===== config.mk =====
export PLATFORM = sky130hd
export DESIGN_NAME = encoder_feedback_output
export DESIGN_NICKNAME = d
export VERILOG_FILES = /design/src/logic/encoder_feedback_pkg.sv /design/src/logic/encoder_feedback_output.sv
export SDC_FILE = /design/constraint.sdc
export NUM_CORES = 1
export LEC_CHECK = 0
export BUFFER_PORTS_ARGS = -buffer_cell sky130_fd_sc_hd__buf_2
export CAP_MARGIN = 20
export CORE_ASPECT_RATIO = 0.5
export CORE_UTILIZATION = 50
export DETAILED_ROUTE_END_ITERATION = 12
export PLACE_DENSITY = 0.68
export SLEW_MARGIN = 20
export SYNTH_ARGS = -nofsm -noshare
export SYNTH_HDL_FRONTEND = slang
export SYNTH_SLANG_ARGS = --single-unit

===== constraint.sdc =====
create_clock -name clk -period 14.05 [get_ports clk]
set_clock_uncertainty 0.15 [all_clocks]
set_input_delay 2.81 -clock clk [delete_from_list [all_inputs] [get_ports clk]]
set_output_delay 2.81 -clock clk [all_outputs]
set_load 0.01 [all_outputs]

===== src/logic/encoder_feedback_pkg.sv =====
// Purpose: shared constants and types for the encoder feedback block
// Assumes: axi4-lite register access, 32-bit data, 100 MHz clock
// Notes:   settings written by software act only after a restart
package encoder_feedback_pkg;

	// ----------------------------------------------------------------
	// register map (byte addresses)
	// ----------------------------------------------------------------
	localparam logic [7:0] ADDR_WRAP_SET   = 8'h00;
	localparam logic [7:0] ADDR_PPR_SET    = 8'h04;
	localparam logic [7:0] ADDR_CONTROL    = 8'h08;
	localparam logic [7:0] ADDR_MULTITURN  = 8'h0c;
	localparam logic [7:0] ADDR_ACT_WRAP   = 8'h10;
	localparam logic [7:0] ADDR_ACT_PPR    = 8'h14;
	localparam logic [7:0] ADDR_POSITION   = 8'h18;

	// ----------------------------------------------------------------
	// field layout and values
	// ----------------------------------------------------------------
	localparam int CTRL_USAGE_BIT   = 0;
	localparam int CTRL_REVSEL_BIT  = 1;
	localparam int CTRL_RESTART_BIT = 8;

	localparam logic [15:0] WRAP_DEFAULT = 16'h000a;
	localparam logic [15:0] PPR_DEFAULT  = 16'h4000;
	localparam logic [15:0] PPR_MIN      = 16'h0010;
	localparam logic [15:0] PPR_MAX      = 16'h4000;
	localparam logic [15:0] LINES_MIN    = 16'h0010;
	localparam logic        USAGE_ABSOLUTE    = 1'b0;
	localparam logic        USAGE_INCREMENTAL = 1'b1;

	localparam logic [1:0] RESP_OKAY   = 2'b00;
	localparam logic [1:0] RESP_SLVERR = 2'b10;

	// ----------------------------------------------------------------
	// types
	// ----------------------------------------------------------------
	typedef struct packed {
		logic [15:0] wrap;
		logic [15:0] ppr;
		logic        usage;
		logic        rev_sel;
	} cfg_t;

	typedef struct packed {
		logic step;
		logic dir;
		logic index;
	} enc_in_t;

endpackage : encoder_feedback_pkg


===== src/logic/encoder_feedback_output.sv =====
// Purpose: multiturn revolution count and divided quadrature feedback
// Assumes: encoder delivers one step pulse per quadrature edge, with direction
// Notes:   settings are shadowed and applied at reset release or on restart
`timescale 1ns/1ns
`default_nettype none

// Behaviour
// [RULE1] wrap setting 0..65535, default 10, restart-applied
// [RULE2] wrap behaviour only in absolute mode
// [RULE3] reverse at zero loads wrap minus one
// [RULE4] forward at wrap minus one clears
// [RULE5] single-turn or incremental holds count zero
// [RULE6] phases a and b in quadrature
// [RULE7] index output follows encoder phase c
// [RULE8] reverse select leaves output phase unchanged
// [RULE9] pulses setting 16..16384, default 16384, restart-applied
// [RULE10] scale outputs to configured pulses per revolution
// [RULE11] pulses limited by encoder resolution
// [RULE12] host counts quadrature pulses as feedback
// [RULE13] usage 0 absolute, 1 incremental, restart-applied
// [RULE14] a leads forward, b leads reverse
module encoder_feedback_output (
	input  wire logic                          clk,
	input  wire logic                          resetn,
	input  wire encoder_feedback_pkg::enc_in_t enc_in,
	input  wire logic                          enc_single_turn,
	input  wire logic [15:0]                   enc_lines_per_rev,
	output logic                               quad_out_a,
	output logic                               quad_out_b,
	output logic                               index_pulse_out,
	input  wire logic [7:0]                    s_axi_awaddr,
	input  wire logic                          s_axi_awvalid,
	output logic                               s_axi_awready,
	input  wire logic [31:0]                   s_axi_wdata,
	input  wire logic [3:0]                    s_axi_wstrb,
	input  wire logic                          s_axi_wvalid,
	output logic                               s_axi_wready,
	output logic [1:0]                         s_axi_bresp,
	output logic                               s_axi_bvalid,
	input  wire logic                          s_axi_bready,
	input  wire logic [7:0]                    s_axi_araddr,
	input  wire logic                          s_axi_arvalid,
	output logic                               s_axi_arready,
	output logic [31:0]                        s_axi_rdata,
	output logic [1:0]                         s_axi_rresp,
	output logic                               s_axi_rvalid,
	input  wire logic                          s_axi_rready
);

	// ----------------------------------------------------------------
	// helpers
	// ----------------------------------------------------------------
	function automatic logic addr_mapped(input logic [7:0] a);
		addr_mapped = (a == encoder_feedback_pkg::ADDR_WRAP_SET)  ||
		              (a == encoder_feedback_pkg::ADDR_PPR_SET)   ||
		              (a == encoder_feedback_pkg::ADDR_CONTROL)   ||
		              (a == encoder_feedback_pkg::ADDR_MULTITURN) ||
		              (a == encoder_feedback_pkg::ADDR_ACT_WRAP)  ||
		              (a == encoder_feedback_pkg::ADDR_ACT_PPR)   ||
		              (a == encoder_feedback_pkg::ADDR_POSITION);
	endfunction : addr_mapped
	function automatic logic [15:0] lane_merge(input logic [15:0] old_v,
	                                           input logic [31:0] data,
	                                           input logic [3:0]  strb);
		lane_merge = old_v;
		if (strb[0])
			lane_merge[7:0] = data[7:0];
		if (strb[1])
			lane_merge[15:8] = data[15:8];
	endfunction : lane_merge

	// ----------------------------------------------------------------
	// declarations
	// ----------------------------------------------------------------
	encoder_feedback_pkg::cfg_t pend_r;
	encoder_feedback_pkg::cfg_t act_r;
	logic [15:0] lines_r;
	logic [15:0] ppr_eff_r;
	logic [15:0] ppr_clamp;
	logic [15:0] lines_clamp;
	logic        boot_r;
	logic        restart_r;
	logic        apply;
	logic        aw_held_r;
	logic [7:0]  aw_addr_r;
	logic        w_held_r;
	logic [31:0] w_data_r;
	logic [3:0]  w_strb_r;
	logic        wr_fire;
	logic [17:0] pos_r;
	logic [17:0] pos_max;
	logic        rev_fwd;
	logic        rev_back;
	logic [15:0] mt_r;
	logic [15:0] wrap_m1;
	logic        mt_hold;
	logic [15:0] acc_r;
	logic [16:0] acc_up;
	logic [1:0]  quad_r;
	logic        idx_r;

	// ----------------------------------------------------------------
	// axi4-lite write path
	// ----------------------------------------------------------------
	// address and data are taken in either order; response after both
	assign s_axi_awready = !aw_held_r && !s_axi_bvalid;
	assign s_axi_wready  = !w_held_r && !s_axi_bvalid;
	assign wr_fire       = aw_held_r && w_held_r && !s_axi_bvalid;

	always_ff @(posedge clk or negedge resetn)
	begin
		if (!resetn)
		begin
			aw_held_r <= 1'b0;
			aw_addr_r <= 8'h00;
		end
		else if (s_axi_awvalid && s_axi_awready)
		begin
			aw_held_r <= 1'b1;
			aw_addr_r <= s_axi_awaddr;
		end
		else if (wr_fire)
			aw_held_r <= 1'b0;
	end
	always_ff @(posedge clk or negedge resetn)
	begin
		if (!resetn)
		begin
			w_held_r <= 1'b0;
			w_data_r <= 32'h0000_0000;
			w_strb_r <= 4'h0;
		end
		else if (s_axi_wvalid && s_axi_wready)
		begin
			w_held_r <= 1'b1;
			w_data_r <= s_axi_wdata;
			w_strb_r <= s_axi_wstrb;
		end
		else if (wr_fire)
			w_held_r <= 1'b0;
	end
	always_ff @(posedge clk or negedge resetn)
	begin
		if (!resetn)
		begin
			s_axi_bvalid <= 1'b0;
			s_axi_bresp  <= encoder_feedback_pkg::RESP_OKAY;
		end
		else if (wr_fire)
		begin
			s_axi_bvalid <= 1'b1;
			s_axi_bresp  <= addr_mapped(aw_addr_r) ? encoder_feedback_pkg::RESP_OKAY
			                                       : encoder_feedback_pkg::RESP_SLVERR;
		end
		else if (s_axi_bready)
			s_axi_bvalid <= 1'b0;
	end

	// ----------------------------------------------------------------
	// pending settings and restart
	// ----------------------------------------------------------------
	// writes land in the pending copy only; the logic runs on act_r
	always_ff @(posedge clk or negedge resetn)
	begin
		if (!resetn)
		begin
			pend_r.wrap    <= encoder_feedback_pkg::WRAP_DEFAULT; // [RULE1]
			pend_r.ppr     <= encoder_feedback_pkg::PPR_DEFAULT; // [RULE9]
			pend_r.usage   <= encoder_feedback_pkg::USAGE_ABSOLUTE; // [RULE13]
			pend_r.rev_sel <= 1'b0;
		end
		else if (wr_fire)
		begin
			case (aw_addr_r)
				encoder_feedback_pkg::ADDR_WRAP_SET:
					pend_r.wrap <= lane_merge(pend_r.wrap, w_data_r, w_strb_r);
				encoder_feedback_pkg::ADDR_PPR_SET:
					pend_r.ppr <= lane_merge(pend_r.ppr, w_data_r, w_strb_r);
				encoder_feedback_pkg::ADDR_CONTROL:
					if (w_strb_r[0])
					begin
						pend_r.usage   <= w_data_r[encoder_feedback_pkg::CTRL_USAGE_BIT];
						pend_r.rev_sel <= w_data_r[encoder_feedback_pkg::CTRL_REVSEL_BIT];
					end
				default: pend_r <= pend_r;
			endcase
		end
	end
	always_ff @(posedge clk or negedge resetn)
	begin
		if (!resetn)
			restart_r <= 1'b0;
		else
			restart_r <= wr_fire && (aw_addr_r == encoder_feedback_pkg::ADDR_CONTROL) &&
			             w_strb_r[1] && w_data_r[encoder_feedback_pkg::CTRL_RESTART_BIT];
	end
	// boot_r gives one apply cycle right after reset release, so the
	// encoder resolution strap is caught by a clocked load, not by reset
	always_ff @(posedge clk or negedge resetn)
	begin
		if (!resetn)
			boot_r <= 1'b1;
		else
			boot_r <= 1'b0;
	end
	assign apply = boot_r || restart_r;
	// out-of-range pulse settings are clamped rather than refused
	assign ppr_clamp   = (pend_r.ppr < encoder_feedback_pkg::PPR_MIN) ? encoder_feedback_pkg::PPR_MIN :
	                     (pend_r.ppr > encoder_feedback_pkg::PPR_MAX) ? encoder_feedback_pkg::PPR_MAX :
	                     pend_r.ppr; // [RULE9]
	assign lines_clamp = (enc_lines_per_rev < encoder_feedback_pkg::LINES_MIN) ?
	                     encoder_feedback_pkg::LINES_MIN : enc_lines_per_rev;
	always_ff @(posedge clk or negedge resetn)
	begin
		if (!resetn)
		begin
			act_r.wrap    <= encoder_feedback_pkg::WRAP_DEFAULT;
			act_r.ppr     <= encoder_feedback_pkg::PPR_DEFAULT;
			act_r.usage   <= encoder_feedback_pkg::USAGE_ABSOLUTE;
			act_r.rev_sel <= 1'b0;
			lines_r       <= encoder_feedback_pkg::PPR_MAX;
			ppr_eff_r     <= encoder_feedback_pkg::PPR_MAX;
		end
		else if (apply)
		begin
			act_r.wrap    <= pend_r.wrap; // [RULE1]
			act_r.ppr     <= ppr_clamp; // [RULE9]
			act_r.usage   <= pend_r.usage; // [RULE13]
			act_r.rev_sel <= pend_r.rev_sel;
			lines_r       <= lines_clamp;
			ppr_eff_r     <= (ppr_clamp > lines_clamp) ? lines_clamp : ppr_clamp; // [RULE11]
		end
	end

	// ----------------------------------------------------------------
	// position within one revolution
	// ----------------------------------------------------------------
	assign pos_max  = {lines_r, 2'b00} - 18'h00001;
	assign rev_fwd  = enc_in.step && enc_in.dir && (pos_r == pos_max);
	assign rev_back = enc_in.step && !enc_in.dir && (pos_r == 18'h00000);
	always_ff @(posedge clk or negedge resetn)
	begin
		if (!resetn)
			pos_r <= 18'h00000;
		else if (apply || rev_fwd)
			pos_r <= 18'h00000;
		else if (rev_back)
			pos_r <= pos_max;
		else if (enc_in.step)
			pos_r <= enc_in.dir ? pos_r + 18'h00001 : pos_r - 18'h00001;
	end

	// ----------------------------------------------------------------
	// multiturn count
	// ----------------------------------------------------------------
	// a wrap setting of 0 makes wrap_m1 65535, i.e. the full 16-bit range
	assign wrap_m1 = act_r.wrap - 16'h0001;
	assign mt_hold = enc_single_turn || (act_r.usage == encoder_feedback_pkg::USAGE_INCREMENTAL);
	always_ff @(posedge clk or negedge resetn)
	begin
		if (!resetn)
			mt_r <= 16'h0000;
		else if (mt_hold)
			mt_r <= 16'h0000; // [RULE5] [RULE2]
		else if (rev_fwd)
			mt_r <= (mt_r == wrap_m1) ? 16'h0000 : mt_r + 16'h0001; // [RULE4]
		else if (rev_back)
			mt_r <= (mt_r == 16'h0000) ? wrap_m1 : mt_r - 16'h0001; // [RULE3]
	end

	// ----------------------------------------------------------------
	// pulse divider and quadrature output
	// ----------------------------------------------------------------
	// rate accumulator: ppr_eff never exceeds lines, so at most one output
	// edge per encoder edge; reverse undoes forward exactly, no drift
	assign acc_up = {1'b0, acc_r} + {1'b0, ppr_eff_r};
	always_ff @(posedge clk or negedge resetn)
	begin
		if (!resetn)
		begin
			acc_r  <= 16'h0000;
			quad_r <= 2'b00;
		end
		else if (apply)
			acc_r <= 16'h0000;
		else if (enc_in.step && enc_in.dir)
		begin
			if (acc_up >= {1'b0, lines_r})
			begin
				acc_r  <= 16'(acc_up - {1'b0, lines_r}); // [RULE10]
				quad_r <= quad_r + 2'b01; // [RULE14]
			end
			else
				acc_r <= acc_up[15:0];
		end
		else if (enc_in.step)
		begin
			if (acc_r < ppr_eff_r)
			begin
				acc_r  <= acc_r + lines_r - ppr_eff_r; // [RULE10]
				quad_r <= quad_r - 2'b01; // [RULE14]
			end
			else
				acc_r <= acc_r - ppr_eff_r;
		end
	end
	// gray decode of the step phase; rev_sel is deliberately not used here
	always_ff @(posedge clk or negedge resetn)
	begin
		if (!resetn)
		begin
			quad_out_a <= 1'b0;
			quad_out_b <= 1'b0;
		end
		else
		begin
			quad_out_a <= quad_r[1] ^ quad_r[0]; // [RULE6] [RULE8]
			quad_out_b <= quad_r[1]; // [RULE6]
		end
	end
	always_ff @(posedge clk or negedge resetn)
	begin
		if (!resetn)
		begin
			idx_r           <= 1'b0;
			index_pulse_out <= 1'b0;
		end
		else
		begin
			idx_r           <= enc_in.index;
			index_pulse_out <= idx_r; // [RULE7]
		end
	end

	// ----------------------------------------------------------------
	// axi4-lite read path
	// ----------------------------------------------------------------
	assign s_axi_arready = !s_axi_rvalid;
	always_ff @(posedge clk or negedge resetn)
	begin
		if (!resetn)
		begin
			s_axi_rvalid <= 1'b0;
			s_axi_rdata  <= 32'h0000_0000;
			s_axi_rresp  <= encoder_feedback_pkg::RESP_OKAY;
		end
		else if (s_axi_arvalid && s_axi_arready)
		begin
			s_axi_rvalid <= 1'b1;
			s_axi_rresp  <= addr_mapped(s_axi_araddr) ? encoder_feedback_pkg::RESP_OKAY
			                                          : encoder_feedback_pkg::RESP_SLVERR;
			case (s_axi_araddr)
				encoder_feedback_pkg::ADDR_WRAP_SET:  s_axi_rdata <= {16'h0000, pend_r.wrap};
				encoder_feedback_pkg::ADDR_PPR_SET:   s_axi_rdata <= {16'h0000, pend_r.ppr};
				encoder_feedback_pkg::ADDR_CONTROL:
					s_axi_rdata <= {30'h0000_0000, pend_r.rev_sel, pend_r.usage};
				encoder_feedback_pkg::ADDR_MULTITURN: s_axi_rdata <= {16'h0000, mt_r};
				encoder_feedback_pkg::ADDR_ACT_WRAP:  s_axi_rdata <= {16'h0000, act_r.wrap};
				encoder_feedback_pkg::ADDR_ACT_PPR:   s_axi_rdata <= {16'h0000, ppr_eff_r};
				encoder_feedback_pkg::ADDR_POSITION:  s_axi_rdata <= {14'h0000, pos_r};
				default:                              s_axi_rdata <= 32'h0000_0000;
			endcase
		end
		else if (s_axi_rready)
			s_axi_rvalid <= 1'b0;
	end

endmodule : encoder_feedback_output

`default_nettype wire


==> impl_metrics.tcl <==
set metrics [dict create \
    status "finished clean" \
    setup_slack_ps 7880 \
    synth_area_sq_mm 0.0156 \
    core-area_sq_mm 0.0305 \
    power_density_mw_per_mm2 186 \
    worst-path-buf-inv 1 \
    slew_headroom_pct 33.1 \
    cap_violations 0 \
    synth-seq-area-share_pct 30.7 \
    critPathCaptureType "register" \
    synth_seq_cells 191 \
    finalMaxSlewViolations 0 \
    grt_pass1_vias 13000 \
    clkSinkCount 191 \
    clock_path_buffers 2 \
    hpwl_um 34800 \
    cts_made_buffers 17 \
    switching_power_w 0.00145 \
    cellInternalPower_w 0.00170 \
    syn_area_per_cell_sq_um 8.81 \
    dp_slack_ps 7420 \
    fp.dieH_um 127 \
    r2r_setup_slack_ps 8630 \
    holdCritPathClass "register to register" \
    crit_path_max_fanout 15 \
    insertion_delay_ps 470 \
    slowest_delay_ps 650 \
    tightest_slew_ps 998 \
    die_area_sq_mm 0.0320 \
    min_path_cells 0 \
    p_sw_share_pct 46.1 \
    synth_flop_cell "dfrtp_1" \
    vias 13800 \
    syn-instance-count 1773 \
    wire_per_inst_um 20.5 \
    cts_hold_repair.buffers 0 \
    drc 0 \
    top_level_ports 123 \
    grt_pass1_wl_um 72500 \
    power_frac_clock_pct 16.2 \
    setup_violations 0 \
    grt-ovfl-total 0 \
    fillers 2891 \
    yosysWarnings 0 \
    cts-root-buf "clkbuf_16" \
    clkSlewWorstSetupHoldPaths_ps 80 \
    fin_crit_sh_pct 43.9 \
    drt_iter0_markers 1349 \
    fp-row-count 45 \
    viasPerCell 6.13 \
    routed_wl_um 46100 \
    p_leak_nw 8.06 \
    crit_type "input port to register" \
    power_w 0.00316 \
    synth_cell_type_count 89 \
    pwr-share-seq_pct 26.2 \
    worstPathRequired_ps 14280 \
    ctsHtreeMaxLevel 4 \
    drive_gt1_share_pct 12.6 \
    crit_family "simple AND/OR/NAND/NOR gates" \
    critical_path_cell_count 13 \
    rsz0062_at_grt "no" \
    pwr-share-comb_pct 57.6 \
    io_buffers 88 \
    area_growth_pct 8.53 \
    synth_common_cells "dfrtp_1, nand2_1, nor2_1" \
    synth-edff-count 0 \
    irDropWorstVdd_v 0.0000906 \
    antenna_found_initial 0 \
    initial_core_util_pct 51.2 \
    hold_viol 0 \
    r2r_cells 17 \
    n_antenna_cell 0 \
    grt_usage_pct 29.4 \
    cp-start-kind "input port" \
    synthTopCellsByArea "dfrtp_1, ha_1, mux2_2" \
    crit_slowest_cell "nor4_1" \
    cts_setup_buffers 0 \
    crit_path_cell_trace "buf_2 -> nor4_1 -> nand3_1 -> nand2_1 -> ha_1 -> nor2b_1 -> o21a_1 -> o21ai_0 -> a21oi_1 -> a221o_1 -> a221o_1 -> and3_1 -> o31ai_1" \
    finalSetupTns_ps 0 \
    die_x_um 252 \
    cts_tree "done" \
    gp_congestion 0.938 \
    crit_top_cell "a221o_1" \
    yosys.area.top_type "dfrtp_1" \
    critPathArrivalTime_ps 6400 \
    grt_max_degree 121 \
    finalCriticalPeriod_ps 6170 \
    synth.most_common_cell "dfrtp_1" \
    cts_resized 0 \
    drtPass1Iterations 7 \
    ant_nets 0 \
    async_flop_share_pct 100 \
    nets 2009 \
    yosysTopAreaCellShare_pct 29.3 \
    fmax_mhz 162 \
]
kinds of logic after synthesis:
logic type | share of synthesized area (%)
AOI/OAI and AO/OA | 21.3
muxes | 4.92
DFF | 30.7
xor gates and xnor gates | 8.69
other | 0.0240
adders and majority gates | 10.4
and+or+nand+nor | 18.0
buffers and inverters | 5.95
state kept, by name, indices dropped and copies added (netlist names), 17 cells and up:
register,cells
pend_r,34
pos_r,18
s_axi_rdata,18
act_r,17
worst reg2reg max path: stages (launching register included):
cell,delay (ps)
dfrtp_1,490
ha_1,280
inv_1,70
fa_1,220
nor2_1,80
o311a_1,340
o311ai_0,540
nand3_1,300
a311oi_1,390
xor2_1,250
ha_1,340
a21o_1,210
a211oi_1,260
o21ai_0,170
a31o_2,280
nor2_1,490
a211oi_1,210
o31ai_1,260
per-layer routing:
metal	GRT usage, %	share of wire [%]
met1	41.0	45
met5	0	0
met4	9.38	2.5
met2	46.3	44
met3	5.42	8.3
power groups by stage:
stage | Combinational, W | Clock [W] | Sequential (W)
4_1_cts | 0.00180 | 0.000516 | 0.000822
3_3_place_gp | 0.00177 | 0 | 0.000830
5_1_grt | 0.00201 | 0.000540 | 0.000841
6_report | 0.00182 | 0.000512 | 0.000827
2_1_floorplan | 0.00144 | 0 | 0.000755
3_5_place_dp | 0.00179 | 0 | 0.000832
stage by stage:
| step | cell area, sq um | hold slack, ps | std cells | util, % |
|---|---|---|---|---|
| 3_5_place_dp | 16400 | 204 | 2215 | 53.6 |
| 3_3_place_gp | 16400 | 182 | 2215 | 53.6 |
| 2_1_floorplan | 15700 | 181 | 1790 | - |
| 5_1_grt | 17000 | 218 | 2247 | 55.6 |
| 6_report | 17000 | 211 | 2247 | 55.6 |
| 4_1_cts | 17000 | 214 | 2247 | 55.6 |
layout by cell type, fill, tap and decap left out, types with 36 or more instances in the layout:
| cell | instances |
|---|---|
| inv_1 | 124 |
| dfrtp_1 | 183 |
| a21oi_1 | 79 |
| ha_1 | 100 |
| mux2_2 | 62 |
| nor3_1 | 51 |
| buf_2 | 87 |
| xnor2_1 | 74 |
| o21ai_0 | 101 |
| nor2_1 | 124 |
| nand2_1 | 159 |
| nand3_1 | 38 |
| xor2_1 | 37 |
| a21o_1 | 36 |
path summary, 6_finish.rpt:
path                                  startpoint              end
setup / recovery           enc_lines_per_rev[14]     ppr_eff_r[4]
hold / removal                             idx_r  index_pulse_out
setup reg to reg                    ppr_eff_r[0]         acc_r[7]
hold reg to reg                            idx_r  index_pulse_out
max in group asynchronous                 resetn         acc_r[8]
min in group asynchronous                 resetn            idx_r
area by class of cell:
class                           count  area [sq um]  share of cell area [%]
Sequential cell                   191          4790                    28.2
Timing Repair Buffer              106           584                    3.45
Clock inverter                     14           174                    1.03
Inverter                          125           469                    2.77
Clock buffer                       18           429                    2.53
Multi-Input combinational cell   1370          9980                    58.9
Tap cell                          423           529                    3.12
Power figures use the tool's default switching activity.
